===== src/acc_regs.vh =====
/*
  register map and timing constants of the converter control block.
  assumes a 32-bit axi4-lite slave, byte addresses, one word per register.
*/
`ifndef ACC_REGS_VH
`define ACC_REGS_VH

`define ACC_OFF_MAIN 8'h00
`define ACC_OFF_INPUT 8'h04
`define ACC_OFF_TIMING 8'h08
`define ACC_OFF_SCANLO 8'h0C
`define ACC_OFF_STATUS 8'h10
`define ACC_OFF_MASK 8'h14
`define ACC_OFF_ANSEL 8'h18
`define ACC_OFF_DIR 8'h1C
`define ACC_OFF_LAT 8'h20
`define ACC_OFF_PORT 8'h24
`define ACC_OFF_RESULT 8'h28

`define ACC_MAIN_ON 15
`define ACC_MAIN_RES12 10
`define ACC_MAIN_START 1
`define ACC_MAIN_TRIG_HI 7
`define ACC_MAIN_TRIG_LO 4
`define ACC_INPUT_UREF_HI 15
`define ACC_INPUT_UREF_LO 14
`define ACC_INPUT_LREF 13
`define ACC_INPUT_CH_HI 4
`define ACC_INPUT_CH_LO 0
`define ACC_TIMING_RC 15
`define ACC_TIMING_DIV_HI 5
`define ACC_TIMING_DIV_LO 0

`define ACC_STAT_DONE 0
`define ACC_STAT_LOCKWR 1

`define ACC_MAIN_RST 16'h0000
`define ACC_INPUT_RST 16'h0000
`define ACC_TIMING_RST 16'h0000
`define ACC_ANSEL_RST 16'hFFFF
`define ACC_DIR_RST 16'hFFFF

`define ACC_PERIODS_12 5'd14
`define ACC_PERIODS_10 5'd12

`endif


===== src/acc_result_mem.v =====
/*
  result store: one word per channel, registered read port.
  assumes writer and reader share ref_clk; contents survive disable.
*/
`timescale 1ns/1ns
module acc_result_mem #(
  parameter AW = 4,
  parameter DW = 12
) (
  input wire ref_clk,
  input wire wrEn,
  input wire [AW-1:0] wrAddr,
  input wire [DW-1:0] wrData,
  input wire [AW-1:0] rdAddr,
  output reg [DW-1:0] rdData
);
  reg [DW-1:0] mem [0:(1<<AW)-1];

  always @(posedge ref_clk) begin
    if (wrEn) begin
      mem[wrAddr] <= wrData;
    end
    rdData <= mem[rdAddr];
  end
endmodule // acc_result_mem


===== src/acc_converter_ctrl.v =====
/*
  converter control: axi4-lite registers, conversion clock, conversion
  sequencing, reference select, analog pin and port logic, interrupt.
  assumes ref_clk is the instruction clock and rcClkTick a one-cycle
  pulse per rc oscillator period, synchronous to ref_clk.
*/
// Overview of operation
// - resolution select set gives 12-bit results, else 10-bit
// - conversion lasts 14 clock periods at 12-bit, 12 at 10-bit
// - clock period is instruction period times divider select plus one
// - rc clock select uses rc oscillator, divider select ignored
// - 2-bit upper reference select, 1-bit lower reference select
// - pins shared with external references still convert as analog channels
// - analog select bit makes pin analog; analog after reset
// - all direction bits set after reset, pins inputs
// - analog pin driven as output converts the driven output level
// - port reads return zero for analog pins
// - converter works only while on; registers and results retained
`timescale 1ns/1ns
`include "acc_regs.vh"
module acc_converter_ctrl #(
  parameter NPINS = 16,
  parameter DIVW = 6
) (
  input wire ref_clk,
  input wire rst_b,
  input wire [7:0] s_axi_awaddr,
  input wire s_axi_awvalid,
  output reg s_axi_awready,
  input wire [31:0] s_axi_wdata,
  input wire [3:0] s_axi_wstrb,
  input wire s_axi_wvalid,
  output reg s_axi_wready,
  output reg [1:0] s_axi_bresp,
  output reg s_axi_bvalid,
  input wire s_axi_bready,
  input wire [7:0] s_axi_araddr,
  input wire s_axi_arvalid,
  output reg s_axi_arready,
  output reg [31:0] s_axi_rdata,
  output reg [1:0] s_axi_rresp,
  output reg s_axi_rvalid,
  input wire s_axi_rready,
  input wire rcClkTick,
  input wire [NPINS-1:0] pinIn,
  input wire [11:0] sarCode,
  output reg [NPINS-1:0] pinOut,
  output reg [NPINS-1:0] pinOe,
  output reg [NPINS-1:0] digInEn,
  output reg [NPINS-1:0] anaSwitch,
  output reg [1:0] upperRefSel,
  output reg lowerRefSel,
  output reg analogPowered,
  output reg convClk,
  output reg converting,
  output reg irq
);
  localparam ST_IDLE = 2'd0;
  localparam ST_CONV = 2'd1;
  localparam ST_DONE = 2'd2;

  reg [15:0] mainCtl_r;
  reg [15:0] inputCtl_r;
  reg [15:0] timingCtl_r;
  reg [15:0] scanLo_r;
  reg [1:0] status_r;
  reg [1:0] mask_r;
  reg [NPINS-1:0] anaSel_r;
  reg [NPINS-1:0] dir_r;
  reg [NPINS-1:0] lat_r;
  reg [1:0] state_r;
  reg [DIVW-1:0] divCnt_r;
  reg [4:0] periodCnt_r;
  reg startReq_r;
  reg awHeld_r;
  reg wHeld_r;
  reg [7:0] awAddr_r;
  reg [31:0] wData_r;
  reg [3:0] wStrb_r;
  reg rdPend_r;
  reg [7:0] arAddr_r;
  reg [11:0] sample_r;

  wire convOn = mainCtl_r[`ACC_MAIN_ON];
  wire res12 = mainCtl_r[`ACC_MAIN_RES12];
  wire [DIVW-1:0] divSel = timingCtl_r[`ACC_TIMING_DIV_HI:`ACC_TIMING_DIV_LO];
  wire rcSel = timingCtl_r[`ACC_TIMING_RC];
  wire [3:0] chSel = inputCtl_r[3:0];
  wire [11:0] memRd;

  // conversion clock tick, one per conversion clock period
  wire divWrap = (divCnt_r == divSel);
  wire tadTick = rcSel ? rcClkTick : divWrap;

  always @(posedge ref_clk) begin
    if (!rst_b || !convOn || rcSel) begin
      divCnt_r <= {DIVW{1'b0}};
    end else if (divWrap) begin
      divCnt_r <= {DIVW{1'b0}};
    end else begin
      divCnt_r <= divCnt_r + 1'b1;
    end
  end

  // write channel: address and data taken in either order
  wire wrFire = awHeld_r && wHeld_r && !s_axi_bvalid;
  wire wrHit = wrFire;
  wire [15:0] wd = wData_r[15:0];
  wire [15:0] wMask = {{8{wStrb_r[1]}}, {8{wStrb_r[0]}}};
  wire lockedWrite = convOn && wrHit &&
    (awAddr_r == `ACC_OFF_TIMING || awAddr_r == `ACC_OFF_SCANLO);
  wire mapped = (awAddr_r <= `ACC_OFF_PORT) && (awAddr_r[1:0] == 2'b00);

  wire convEnd = convOn && (state_r == ST_CONV) && tadTick &&
    (periodCnt_r == (res12 ? `ACC_PERIODS_12 : `ACC_PERIODS_10) - 5'd1);

  always @(posedge ref_clk) begin
    if (!rst_b) begin
      s_axi_awready <= 1'b0;
      s_axi_wready <= 1'b0;
      s_axi_bvalid <= 1'b0;
      s_axi_bresp <= 2'b00;
      awHeld_r <= 1'b0;
      wHeld_r <= 1'b0;
      awAddr_r <= 8'h00;
      wData_r <= 32'h0000_0000;
      wStrb_r <= 4'h0;
      mainCtl_r <= `ACC_MAIN_RST;
      inputCtl_r <= `ACC_INPUT_RST;
      timingCtl_r <= `ACC_TIMING_RST;
      scanLo_r <= 16'h0000;
      mask_r <= 2'b00;
      status_r <= 2'b00;
      anaSel_r <= `ACC_ANSEL_RST;
      dir_r <= `ACC_DIR_RST;
      lat_r <= {NPINS{1'b0}};
      startReq_r <= 1'b0;
    end else begin
      s_axi_awready <= !awHeld_r && !s_axi_awready && s_axi_awvalid;
      s_axi_wready <= !wHeld_r && !s_axi_wready && s_axi_wvalid;
      if (s_axi_awvalid && s_axi_awready) begin
        awHeld_r <= 1'b1;
        awAddr_r <= s_axi_awaddr;
      end
      if (s_axi_wvalid && s_axi_wready) begin
        wHeld_r <= 1'b1;
        wData_r <= s_axi_wdata;
        wStrb_r <= s_axi_wstrb;
      end
      if (s_axi_bvalid && s_axi_bready) begin
        s_axi_bvalid <= 1'b0;
      end
      startReq_r <= 1'b0;
      if (wrFire) begin
        awHeld_r <= 1'b0;
        wHeld_r <= 1'b0;
        s_axi_bvalid <= 1'b1;
        s_axi_bresp <= mapped ? 2'b00 : 2'b10;
        case (awAddr_r)
          `ACC_OFF_MAIN: begin
            mainCtl_r <= (mainCtl_r & ~wMask) | (wd & wMask & 16'hFFFD);
            startReq_r <= wStrb_r[0] && wd[`ACC_MAIN_START];
          end
          `ACC_OFF_INPUT: inputCtl_r <= (inputCtl_r & ~wMask) | (wd & wMask);
          `ACC_OFF_TIMING: begin
            if (!convOn) begin
              timingCtl_r <= (timingCtl_r & ~wMask) | (wd & wMask);
            end
          end
          `ACC_OFF_SCANLO: begin
            if (!convOn) begin
              scanLo_r <= (scanLo_r & ~wMask) | (wd & wMask);
            end
          end
          `ACC_OFF_MASK: mask_r <= wd[1:0];
          `ACC_OFF_ANSEL: anaSel_r <= (anaSel_r & ~wMask) | (wd & wMask);
          `ACC_OFF_DIR: dir_r <= (dir_r & ~wMask) | (wd & wMask);
          `ACC_OFF_LAT: lat_r <= (lat_r & ~wMask) | (wd & wMask);
          default: ;
        endcase
      end
      // sticky events: set wins over write-one-to-clear
      status_r[`ACC_STAT_DONE] <= convEnd ||
        (status_r[`ACC_STAT_DONE] &&
         !(wrHit && awAddr_r == `ACC_OFF_STATUS && wd[`ACC_STAT_DONE]));
      status_r[`ACC_STAT_LOCKWR] <= lockedWrite ||
        (status_r[`ACC_STAT_LOCKWR] &&
         !(wrHit && awAddr_r == `ACC_OFF_STATUS && wd[`ACC_STAT_LOCKWR]));
    end
  end

  // converter sequencing
  wire [3:0] resAddr = chSel;
  // memory read starts at the address handshake, so data stand when rvalid rises
  wire [7:0] rdSel = (s_axi_arvalid && s_axi_arready) ? s_axi_araddr : arAddr_r;
  wire [7:0] rdOff = rdSel - `ACC_OFF_RESULT;
  always @(posedge ref_clk) begin
    if (!rst_b) begin
      state_r <= ST_IDLE;
      periodCnt_r <= 5'd0;
      sample_r <= 12'h000;
    end else if (!convOn) begin
      state_r <= ST_IDLE;
      periodCnt_r <= 5'd0;
    end else begin
      case (state_r)
        ST_IDLE: begin
          periodCnt_r <= 5'd0;
          if (startReq_r) begin
            state_r <= ST_CONV;
          end
        end
        ST_CONV: begin
          if (convEnd) begin
            state_r <= ST_DONE;
            // 10-bit mode keeps only the upper ten code bits
            sample_r <= res12 ? sarCode : {2'b00, sarCode[11:2]};
          end else if (tadTick) begin
            periodCnt_r <= periodCnt_r + 5'd1;
          end
        end
        ST_DONE: state_r <= ST_IDLE;
        default: state_r <= ST_IDLE;
      endcase
    end
  end

  acc_result_mem #(
    .AW(4),
    .DW(12)
  ) u_mem (
    .ref_clk(ref_clk),
    .wrEn(state_r == ST_DONE),
    .wrAddr(resAddr),
    .wrData(sample_r),
    .rdAddr(rdOff[5:2]),
    .rdData(memRd)
  );

  // read channel; result word read from memory in the same cycle as address capture
  wire [NPINS-1:0] portRd = pinIn & ~anaSel_r;
  always @(posedge ref_clk) begin
    if (!rst_b) begin
      s_axi_arready <= 1'b0;
      s_axi_rvalid <= 1'b0;
      s_axi_rdata <= 32'h0000_0000;
      s_axi_rresp <= 2'b00;
      rdPend_r <= 1'b0;
      arAddr_r <= 8'h00;
    end else begin
      s_axi_arready <= !rdPend_r && !s_axi_rvalid && !s_axi_arready && s_axi_arvalid;
      if (s_axi_arvalid && s_axi_arready) begin
        rdPend_r <= 1'b1;
        arAddr_r <= s_axi_araddr;
      end
      if (s_axi_rvalid && s_axi_rready) begin
        s_axi_rvalid <= 1'b0;
      end
      if (rdPend_r) begin
        rdPend_r <= 1'b0;
        s_axi_rvalid <= 1'b1;
        s_axi_rresp <= 2'b00;
        case (arAddr_r)
          `ACC_OFF_MAIN: s_axi_rdata <= {16'h0000, mainCtl_r};
          `ACC_OFF_INPUT: s_axi_rdata <= {16'h0000, inputCtl_r};
          `ACC_OFF_TIMING: s_axi_rdata <= {16'h0000, timingCtl_r};
          `ACC_OFF_SCANLO: s_axi_rdata <= {16'h0000, scanLo_r};
          `ACC_OFF_STATUS: s_axi_rdata <= {29'h0, converting, status_r};
          `ACC_OFF_MASK: s_axi_rdata <= {30'h0, mask_r};
          `ACC_OFF_ANSEL: s_axi_rdata <= {{(32-NPINS){1'b0}}, anaSel_r};
          `ACC_OFF_DIR: s_axi_rdata <= {{(32-NPINS){1'b0}}, dir_r};
          `ACC_OFF_LAT: s_axi_rdata <= {{(32-NPINS){1'b0}}, lat_r};
          `ACC_OFF_PORT: s_axi_rdata <= {{(32-NPINS){1'b0}}, portRd};
          default: begin
            if (arAddr_r >= `ACC_OFF_RESULT && arAddr_r < `ACC_OFF_RESULT + 8'h40) begin
              s_axi_rdata <= {20'h00000, memRd};
            end else begin
              s_axi_rdata <= 32'h0000_0000;
              s_axi_rresp <= 2'b10;
            end
          end
        endcase
      end
    end
  end

  // pins, references, power and interrupt outputs
  always @(posedge ref_clk) begin
    if (!rst_b) begin
      pinOut <= {NPINS{1'b0}};
      pinOe <= {NPINS{1'b0}};
      digInEn <= {NPINS{1'b0}};
      anaSwitch <= {NPINS{1'b0}};
      upperRefSel <= 2'b00;
      lowerRefSel <= 1'b0;
      analogPowered <= 1'b0;
      convClk <= 1'b0;
      converting <= 1'b0;
      irq <= 1'b0;
    end else begin
      pinOut <= lat_r;
      // output driver stays on for analog pins, so its level is converted
      pinOe <= ~dir_r;
      digInEn <= ~anaSel_r;
      // reference-shared pins are not excluded from the analog switch
      anaSwitch <= anaSel_r;
      upperRefSel <= inputCtl_r[`ACC_INPUT_UREF_HI:`ACC_INPUT_UREF_LO];
      lowerRefSel <= inputCtl_r[`ACC_INPUT_LREF];
      analogPowered <= convOn;
      convClk <= convOn && tadTick;
      converting <= convOn && (state_r == ST_CONV);
      irq <= |(status_r & mask_r);
    end
  end
endmodule // acc_converter_ctrl


===== config.mk =====
export PLATFORM = sky130hd
export DESIGN_NAME = acc_converter_ctrl
export DESIGN_NICKNAME = d
export VERILOG_FILES = /design/src/acc_result_mem.v /design/src/acc_converter_ctrl.v
export VERILOG_INCLUDE_DIRS = /design/src
export SDC_FILE = /design/constraint.sdc
export NUM_CORES = 1
export LEC_CHECK = 0
export BUFFER_PORTS_ARGS = -buffer_cell sky130_fd_sc_hd__buf_4
export CORE_AREA = 2 2 241 148
export CTS_CLUSTER_SIZE = 30
export DETAILED_ROUTE_END_ITERATION = 12
export DIE_AREA = 0 0 243 150
export HOLD_SLACK_MARGIN = 0.08
export PLACE_DENSITY = 0.75
export REMOVE_ABC_BUFFERS = 1
export SETUP_SLACK_MARGIN = 0.05
export SLEW_MARGIN = 20
export SYNTH_ARGS = -nofsm -noshare
export SYNTH_HDL_FRONTEND = slang
export SYNTH_HIERARCHICAL = 1
export SYNTH_SLANG_ARGS = --single-unit

===== constraint.sdc =====
create_clock -name ref_clk -period 3.4 [get_ports ref_clk]
set_input_delay 0.51 -clock ref_clk [delete_from_list [all_inputs] [get_ports ref_clk]]
set_output_delay 0.51 -clock ref_clk [all_outputs]
set_load 0.005 [all_outputs]

---- Word-level counts from Yosys, hierarchy flattened ----
Memory sizes are Yosys's and may differ from the RTL's. A register that Yosys moved wholly into a read port is not among the register bits.
Cells that the tools add are included.
operators by class
  equality and inequality tests ........... 25
  multiplexer cells ....................... 22
  order comparisons ....................... 3
  bitwise gates (word level) .............. 22
  $add $sub $neg .......................... 4
  reductions and logical operators ........ 70
operator list
  cell                                                        number
  one-hot mux 16 bit (10 select lines)                        1
  AND 16 bit                                                  9
  OR 16 bit                                                   7
  == test 8 x 5 -> 1 bit, second input constant               8
  inverter 16 bit                                             3
  == test 8 x 4 -> 1 bit, second input constant               4
  logical AND 1 bit                                           28
  == test 8 x 6 -> 1 bit, second input constant               3
  2-to-1 mux 12 bit                                           2
  == test 8 x 3 -> 1 bit, second input constant               2
  zero test 8 bit                                             2
  AND reduction 2 bit                                         8
  AND reduction 3 bit                                         5
  zero test 1 bit                                             12
  2-to-1 mux 2 bit                                            6
  2-to-1 mux 5 bit                                            2
  one-hot mux 5 bit (2 select lines)                          1
  OR reduction 10 bit                                         1
  >= comparator 8 x 6 -> 1 bit, second input constant         1
  <= comparator 8 x 6 -> 1 bit, second input constant         1
  less-than comparator 8 x 7 -> 1 bit, second input constant  1
  2-to-1 mux 1 bit                                            8
  2-to-1 mux 8 bit                                            1
  != test 2 bit, second input constant                        4
  other kinds (15)                                            26
word-level totals
  register bits ........................... 291
  memories ................................ 1
  RAM bits ................................ 192
  word-level logic and storage cells ...... 186
memory list
  name       depth  width  rd ports  clocked after memory_dff  write ports  line                 source
  u_mem.mem  16     12     1         1                         1            acc_result_mem.v:17  reg [DW-1:0] mem [0:(1<<AW)-1];

---- Longest topological paths before layout ----
Gate-level depths: netlist of the first run.
  depth after elaboration ................. 7
  depth in mapped cells ................... 9

---- Cells and area by module ----
Netlist of the first run, hierarchy kept.
by module, submodules not included
  module              area an instance (um^2)  instances  seq. area each (um^2)  cells an instance
  acc_converter_ctrl  11034.3                  1          5465.2                 1192
  acc_result_mem      7599.8                   1          6005.8                 329

---- Worst setup path after synthesis of the first run ----
No wires, ideal clock.
  kind .................................... reg2reg
  from .................................... register state_r[1]
  to ...................................... memory u_mem.mem[0][0], enable pin
  data required time ...................... 3.004 ns
  setup slack ............................. 1.095 ns
  arrival ................................. 1.909 ns
  buffers on the path ..................... 0
  stages on the path, launching flop included .. 4
  path through ............................ dfxtp_1 > nor2b_1 > or3b_1 > nor3_1
between the ends
  word-level cells in the longest chain between the ends .. 3
RTL lines
  element                                 line                      source
  from (decl)                             acc_converter_ctrl.v:71   reg [1:0] state_r;
  from (signal assigned)                  acc_converter_ctrl.v:199  state_r <= ST_IDLE;
  from (signal assigned)                  acc_converter_ctrl.v:203  state_r <= ST_IDLE;
  from (signal assigned)                  acc_converter_ctrl.v:210  state_r <= ST_CONV;
  == test 2 bit                           acc_converter_ctrl.v:233  .wrEn(state_r == ST_DONE),
  2-to-1 mux 1 bit                        acc_result_mem.v:20       if (wrEn) begin
  2-to-1 mux 1 bit (implied by the code)  acc_result_mem.v:21       mem[wrAddr] <= wrData;
  to (decl)                               acc_result_mem.v:17
No other way between the ends.

---- Worst setup path after layout of the first run ----
  from .................................... register arAddr_r[1]
  to ...................................... register s_axi_rdata[9]
between the ends
  word-level cells in the longest chain between the ends .. 4
RTL lines
  element                                                                                                      line                      source
  from (decl)                                                                                                  acc_converter_ctrl.v:81   reg [7:0] arAddr_r;
  from (signal assigned)                                                                                       acc_converter_ctrl.v:254  arAddr_r <= s_axi_araddr;
  >= comparator 8 x 6 -> 1 bit (no source line) / less-than comparator 8 x 7 -> 1 bit (equally long branches)  --
  logical AND 1 bit                                                                                            acc_converter_ctrl.v:275  if (arAddr_r >= `ACC_OFF_RESULT && arAddr_r < `ACC_OFF_RESULT + 8'h40) begin
  2-to-1 mux 12 bit                                                                                            acc_converter_ctrl.v:275
  one-hot mux 16 bit (10 select lines) *                                                                       acc_converter_ctrl.v:263  case (arAddr_r)
  to (signal assigned)                                                                                         acc_converter_ctrl.v:264  `ACC_OFF_MAIN: s_axi_rdata <= {16'h0000, mainCtl_r};
  to (signal assigned)                                                                                         acc_converter_ctrl.v:265  `ACC_OFF_INPUT: s_axi_rdata <= {16'h0000, inputCtl_r};
  to (signal assigned)                                                                                         acc_converter_ctrl.v:276  s_axi_rdata <= {20'h00000, memRd};
  to (decl)                                                                                                    acc_converter_ctrl.v:40   output reg [31:0] s_axi_rdata,
Mark *: on every way between the ends. The rest lies on a longest branch, timed or not.
A chain may end at the register's enable or synchronous reset.

==> impl_metrics.json, run 1 <==
{
  "status": "completed",
  "cts.clk_slew.worst_paths_ns": 0.07,
  "final_common_cell": "dfxtp_1",
  "ys.flop_type": "dfxtp_1",
  "rsz0062_at_grt": "no",
  "r2r_slack_ns": 0.67,
  "io_buffers": 163,
  "maxSlewViolCount": 0,
  "crit_required_ns": 3.81,
  "finalWorstSetupSlack_ns": 0.673,
  "rows": 53,
  "synth_edf_count": 192,
  "clk_latency_ns": 0.56,
  "hpwl_um": 34800,
  "synthDistinctLibCells": 77,
  "async_reset_ff_share_pct": 0,
  "dpl_cell_area_um2": 20200,
  "netlist_instances": 1521,
  "core_um2": 34400,
  "peakVddDrop_mv": 0.296,
  "worstSetupStartpoint": "arAddr_r[1]",
  "hp-class": "input port to flip-flop",
  "crit_path_start_kind": "flip-flop",
  "drtIter0Drc": 1762,
  "nets": 1755,
  "die-area_um2": 36500,
  "dp.cells": 2087,
  "cts_buffers": 42,
  "synth-seq-area-share_pct": 61.6,
  "die_x_um": 243,
  "final_cell_mix": "285 x dfxtp_1, 207 x buf_4, 192 x edfxtp_1",
  "leakagePower_nw": 8.65,
  "cts_hold_buf": 0,
  "holdPathStages": 3,
  "h-tree-depth": 2,
  "timing.rr.start": "arAddr_r[1]",
  "finalSetupTns_ns": 0,
  "grt_pass1_vias": 12100,
  "powerDensity_nw_per_um2": 518,
  "dp_slack_ns": 0.479,
  "yosys_warnings": 6,
  "cp-end-kind": "flip-flop",
  "synth_area_per_cell_um2": 12.3,
  "cts_tree": "done",
  "remaining_drc_errors": 0,
  "cts_num_sinks": 477,
  "crit_path_end": "s_axi_rdata[9]",
  "postCtsSetupBuffers": 0,
  "grt.total_usage_pct": 27.4,
  "clock-root-buffer": "clkbuf_16",
  "fin_skew_ns": 0.0180,
  "hold-worst-slack_ns": 0.209,
  "ys_ff_latch": 477,
  "period_share_pct": 80.2,
  "syn-cell-area_um2": 18600,
  "vias_per_cell": 6.04,
  "design_area_um2": 21600,
  "diodes": 0,
  "min_from": "s_axi_wvalid",
  "final_cells": 2163,
  "start_util_pct": 54.2,
  "maxCapViolCount": 0,
  "num_io_pins": 200,
  "crit_type": "flip-flop to flip-flop",
  "routedWlPerCell_um": 23.3,
  "setup_viol": 0,
  "antenna_found_initial": 0,
  "areaGrowthSynthToFinish_pct": 16.0,
  "cts_resized": 0,
  "grt_pass1_wl_um": 75100,
  "worst_ep_arrival_time_ns": 3.14,
  "relSlewSlack_pct": 37.5,
  "vias": 13100,
  "drt_first_pass_iters": 5,
  "gp_congestion": 0.931,
  "fmax_ghz": 0.367,
  "die_h_um": 150,
  "antenna_left": 0,
  "grt_overflow": 0,
  "hold_violations": 0,
  "tightestPinTransition_ns": 0.936,
  "r2r-end": "s_axi_rdata[9]",
  "drive_gt1_share_pct": 20.0,
  "grt_start_max_net_pins": 78,
  "cts_buffer_depth": 3,
  "layout_min_cycle_time_ns": 2.73,
  "path_max_fanout": 9,
  "drt-total-wl_um": 50500,
  "reg2reg_depth": 5
}
-- power by group --
part / switching (W) / total, W / internal, W
combinational: 0.000275 / 0.000447 / 0.000172
sequential: 0.0000479 / 0.00598 / 0.00593
clock: 0.00204 / 0.00477 / 0.00273
total: 0.00236 / 0.0112 / 0.00883
-- worst min-delay path by stage --
stage                              end  slack, ns
after detailed placement    digInEn[0]       0.40
after global routing        wData_r[0]       0.20
after floorplan             digInEn[0]       0.39
after CTS                 s_axi_wready       0.19
final                     s_axi_wready       0.21
after global placement      digInEn[8]       0.40
-- synth_stat cells (all sizes together) (6+ instances only) --
master,count,share of area (%)
a211oi,22,0.95
nand2,144,2.9
nor3,15,0.40
a21oi,78,2.1
nand3,44,1.3
buf,54,2.0
mux2i,104,5.6
edfxtp,192,31
nor2,162,3.4
nand4,9,0.44
a32o,9,0.48
o211ai,11,0.44
mux4,52,6.6
xnor2,8,0.38
a22oi,37,1.5
and2,32,1.1
nor2b,9,0.30
nand2b,7,0.23
a31oi,14,0.47
and3,8,0.27
dfxtp,285,31
clkbuf,72,1.5
inv,14,0.28
o21ai,41,1.1
nor4b,6,0.51
nand3b,12,0.48
o22ai,8,0.27
nor4,8,0.38
-- per-stage QoR --
step | utilization [%] | power [W]
floorplan | - | 0.00630
global placement | 58.9 | 0.00653
detailed placement | 58.9 | 0.00654
CTS | 62.9 | 0.0112
global route | 62.9 | 0.0115
finish | 62.9 | 0.0112
-- worst max-delay path, cell delays in order, from the launching register on --
cell and delay [ns]:
dfxtp_1 0.45, nor2_1 0.63, nand3_1 0.54, a221o_1 0.41
nor4b_1 0.46, a2111oi_2 0.10
-- per-layer routing --
layer,vias up,GRT usage [%],routed length (µm)
met5,-,0,0
met4,0,6.90,1100
met2,762,38.2,21100
met3,81,6.35,5800
li1,5824,-,-
met1,6397,42.8,22500
-- logic make-up (layout without fill, tap and decap cells) --
logic type,Yosys count,after routing,synth area share [%]
other cells,1,18,0.0201
compound gates,253,253,8.96
fa+ha+maj,3,3,0.201
xor+xnor,12,12,0.564
mux,159,159,12.4
simple gates,476,476,12.6
buf+inv,140,298,3.71
flops,477,477,61.6
-- final cells by class --
type,instances,area (µm²)
inverters,14,57.6
repair buffers,208,1570
well taps,467,584
multi-input cells,921,6550
clock inverters,15,150
flip-flops and latches,477,11500
fillers,2601,12700
clock buffers,61,1220
(Power assumes the default switching activity.)
==> inputs of run 2 (changes only) <==
CORE_AREA = 2 2 246 151   (was 2 2 241 148)
DIE_AREA = 0 0 248 153   (was 0 0 243 150)
clock period = 2.3 ns   (was 3.4 ns; I/O delays follow)
==> impl_metrics.json, run 2 (synthesized netlist as in run 1, its figures left out) <==
{
  "maxCapViolCount": 0,
  "num_io_pins": 200,
  "dr_wl_met3_um": 6440,
  "io_buffers": 163,
  "hold-worst-slack_ns": 0.109,
  "antenna_found_initial": 0,
  "drtIter0Drc": 1720,
  "drt_first_pass_iters": 6,
  "relSlewSlack_pct": 50.7,
  "p_switching_w": 0.00367,
  "tightestPinTransition_ns": 0.739,
  "dr_wl_met2_um": 22400,
  "clock-root-buffer": "clkbuf_16",
  "cellInternalPower_w": 0.0137,
  "cts_num_sinks": 477,
  "path_max_fanout": 16,
  "grt.total_usage_pct": 27.9,
  "areaGrowthSynthToFinish_pct": 21.6,
  "timing.rr.start": "s_axi_arready",
  "period_share_pct": 95.1,
  "clkPwrFrac_pct": 44.4,
  "finalSetupTns_ns": 0,
  "fill_cells": 2632,
  "cpMaxStageDelayCell": "mux4_1",
  "fmax_ghz": 0.457,
  "fin_skew_ns": 0.0181,
  "rsz0062_at_grt": "yes",
  "vias": 13600,
  "status": "completed",
  "hp-class": "input port to flip-flop",
  "start_util_pct": 52.1,
  "leakagePower_nw": 9.18,
  "h-tree-depth": 2,
  "gp_congestion": 0.982,
  "core_um2": 35700,
  "rows": 54,
  "cts_buffer_depth": 3,
  "layout_min_cycle_time_ns": 2.19,
  "crit_path_start_kind": "flip-flop",
  "wl_met1_um": 23200,
  "die_h_um": 153,
  "nets": 1845,
  "min_from": "s_axi_arvalid",
  "antenna_left": 0,
  "drive_gt1_share_pct": 23.3,
  "grt_pass1_vias": 12900,
  "hold_violations": 0,
  "cts_buffers": 43,
  "grt_pass1_wl_um": 79100,
  "worst_ep_arrival_time_ns": 2.61,
  "highest_layer": "met5",
  "drt-total-wl_um": 53600,
  "fin_total_pwr_w": 0.0173,
  "die_x_um": 248,
  "remaining_drc_errors": 0,
  "hpwl_um": 36900,
  "cp_cell_sequence": "nand2_2, mux2_4, buf_12, mux4_1, a22oi_1, buf_4, nand2_1",
  "worstSetupStartpoint": "s_axi_arready",
  "final_common_cell": "dfxtp_1",
  "powerDensity_nw_per_um2": 765,
  "die-area_um2": 37900,
  "peakVddDrop_mv": 0.598,
  "cts_tree": "done",
  "setup_viol": 0,
  "final_cell_mix": "285 x dfxtp_1, 258 x buf_4, 192 x edfxtp_1",
  "clk_latency_ns": 0.56,
  "vias_per_cell": 6.02,
  "cts.clk_slew.worst_paths_ns": 0.06,
  "maxSlewViolCount": 0,
  "switching_share_pct": 21.2,
  "grt_overflow": 0,
  "max_stage_delay_ns": 0.63,
  "pwr-share-comb_pct": 4.6,
  "power_frac_seq_pct": 51.0,
  "cp-end-kind": "flip-flop",
  "grt_start_max_net_pins": 63,
  "diodes": 0,
  "routedWlPerCell_um": 23.7,
  "crit_required_ns": 2.72,
  "crit_type": "flip-flop to flip-flop"
}
-- run 2: changes by cell type in the layout (fill, tap and decap cells not counted), moves of 2 or more --
cell	delta
bufinv_16	+3
clkbuf_16	+4
clkbuf_1	-7
clkinvlp_4	+3
dlygate4sd3_1	+28
clkinv_2	+2
buf_4	+51
buf_12	+7
buf_6	+2
-- run 2: path summary, 6_finish.rpt --
check,end,slack [ns],cells past startpoint
setup reg to reg,u_mem/rdData[9],0.11,7
hold / removal,s_axi_arready,0.11,2
setup / recovery,u_mem/rdData[9],0.11,7
hold reg to reg,digInEn[0],0.42,1
-- run 2: area by class of cell --
| type | count | area [µm²] | area share (%) |
|---|---|---|---|
| sequential | 477 | 11500 | 50.6 |
| multi-input combinational | 921 | 6580 | 29.0 |
| timing repair buffer | 297 | 2420 | 10.7 |
| clock buffer | 56 | 1260 | 5.56 |
| tap | 476 | 596 | 2.63 |
| clock inverter | 23 | 273 | 1.20 |
| inverter | 14 | 57.6 | 0.254 |
-- run 2: critical path, delay by kind of cell, from the launching register on --
| family | cells | cell delay [ns] |
|---|---|---|
| muxes | 2 | 0.94 |
| DFF | 1 | 0.35 |
| buffers and inverters | 2 | 0.35 |
| and+or+nand+nor | 2 | 0.21 |
| AOI/OAI and AO/OA | 1 | 0.19 |
-- run 2: layer usage --
metal / vias to the layer above / GRT usage [%]
met4: 2 / 8.30
li1: 6001 / -
met3: 109 / 7.90
met1: 6709 / 42.8
met2: 803 / 38.0
met5: - / 1.79
-- run 2: power by group through the flow --
stage / sequential [W] / combinational [W] / clock (W)
3_5_place_dp: 0.00902 / 0.000718 / 0
2_1_floorplan: 0.00900 / 0.000309 / 0
4_1_cts: 0.00883 / 0.000766 / 0.00778
3_3_place_gp: 0.00901 / 0.000707 / 0
5_1_grt: 0.00883 / 0.000837 / 0.00813
6_report: 0.00883 / 0.000798 / 0.00770
-- run 2: per-stage QoR --
step           std cells  cell area [µm²]  util (%)  setup slack (ns)
6_report            2264            22700      63.4             0.112
5_1_grt             2264            22700      63.4            0.0325
4_1_cts             2262            22600      63.2            0.0700
3_5_place_dp        2155            20800      58.1            -0.269
3_3_place_gp        2155            20800      58.1            -0.198
2_1_floorplan       1412            18100         -             -2.21
-- run 2: repair_timing --
action / in CTS / in global routing
hold buffers: 28 / 0
setup endpoints to repair: 12 / 7
cloned: 0 / 1
hold endpoints to repair: 28 / 0
gates resized for setup: 5 / 4
buffers inserted: 0 / 1
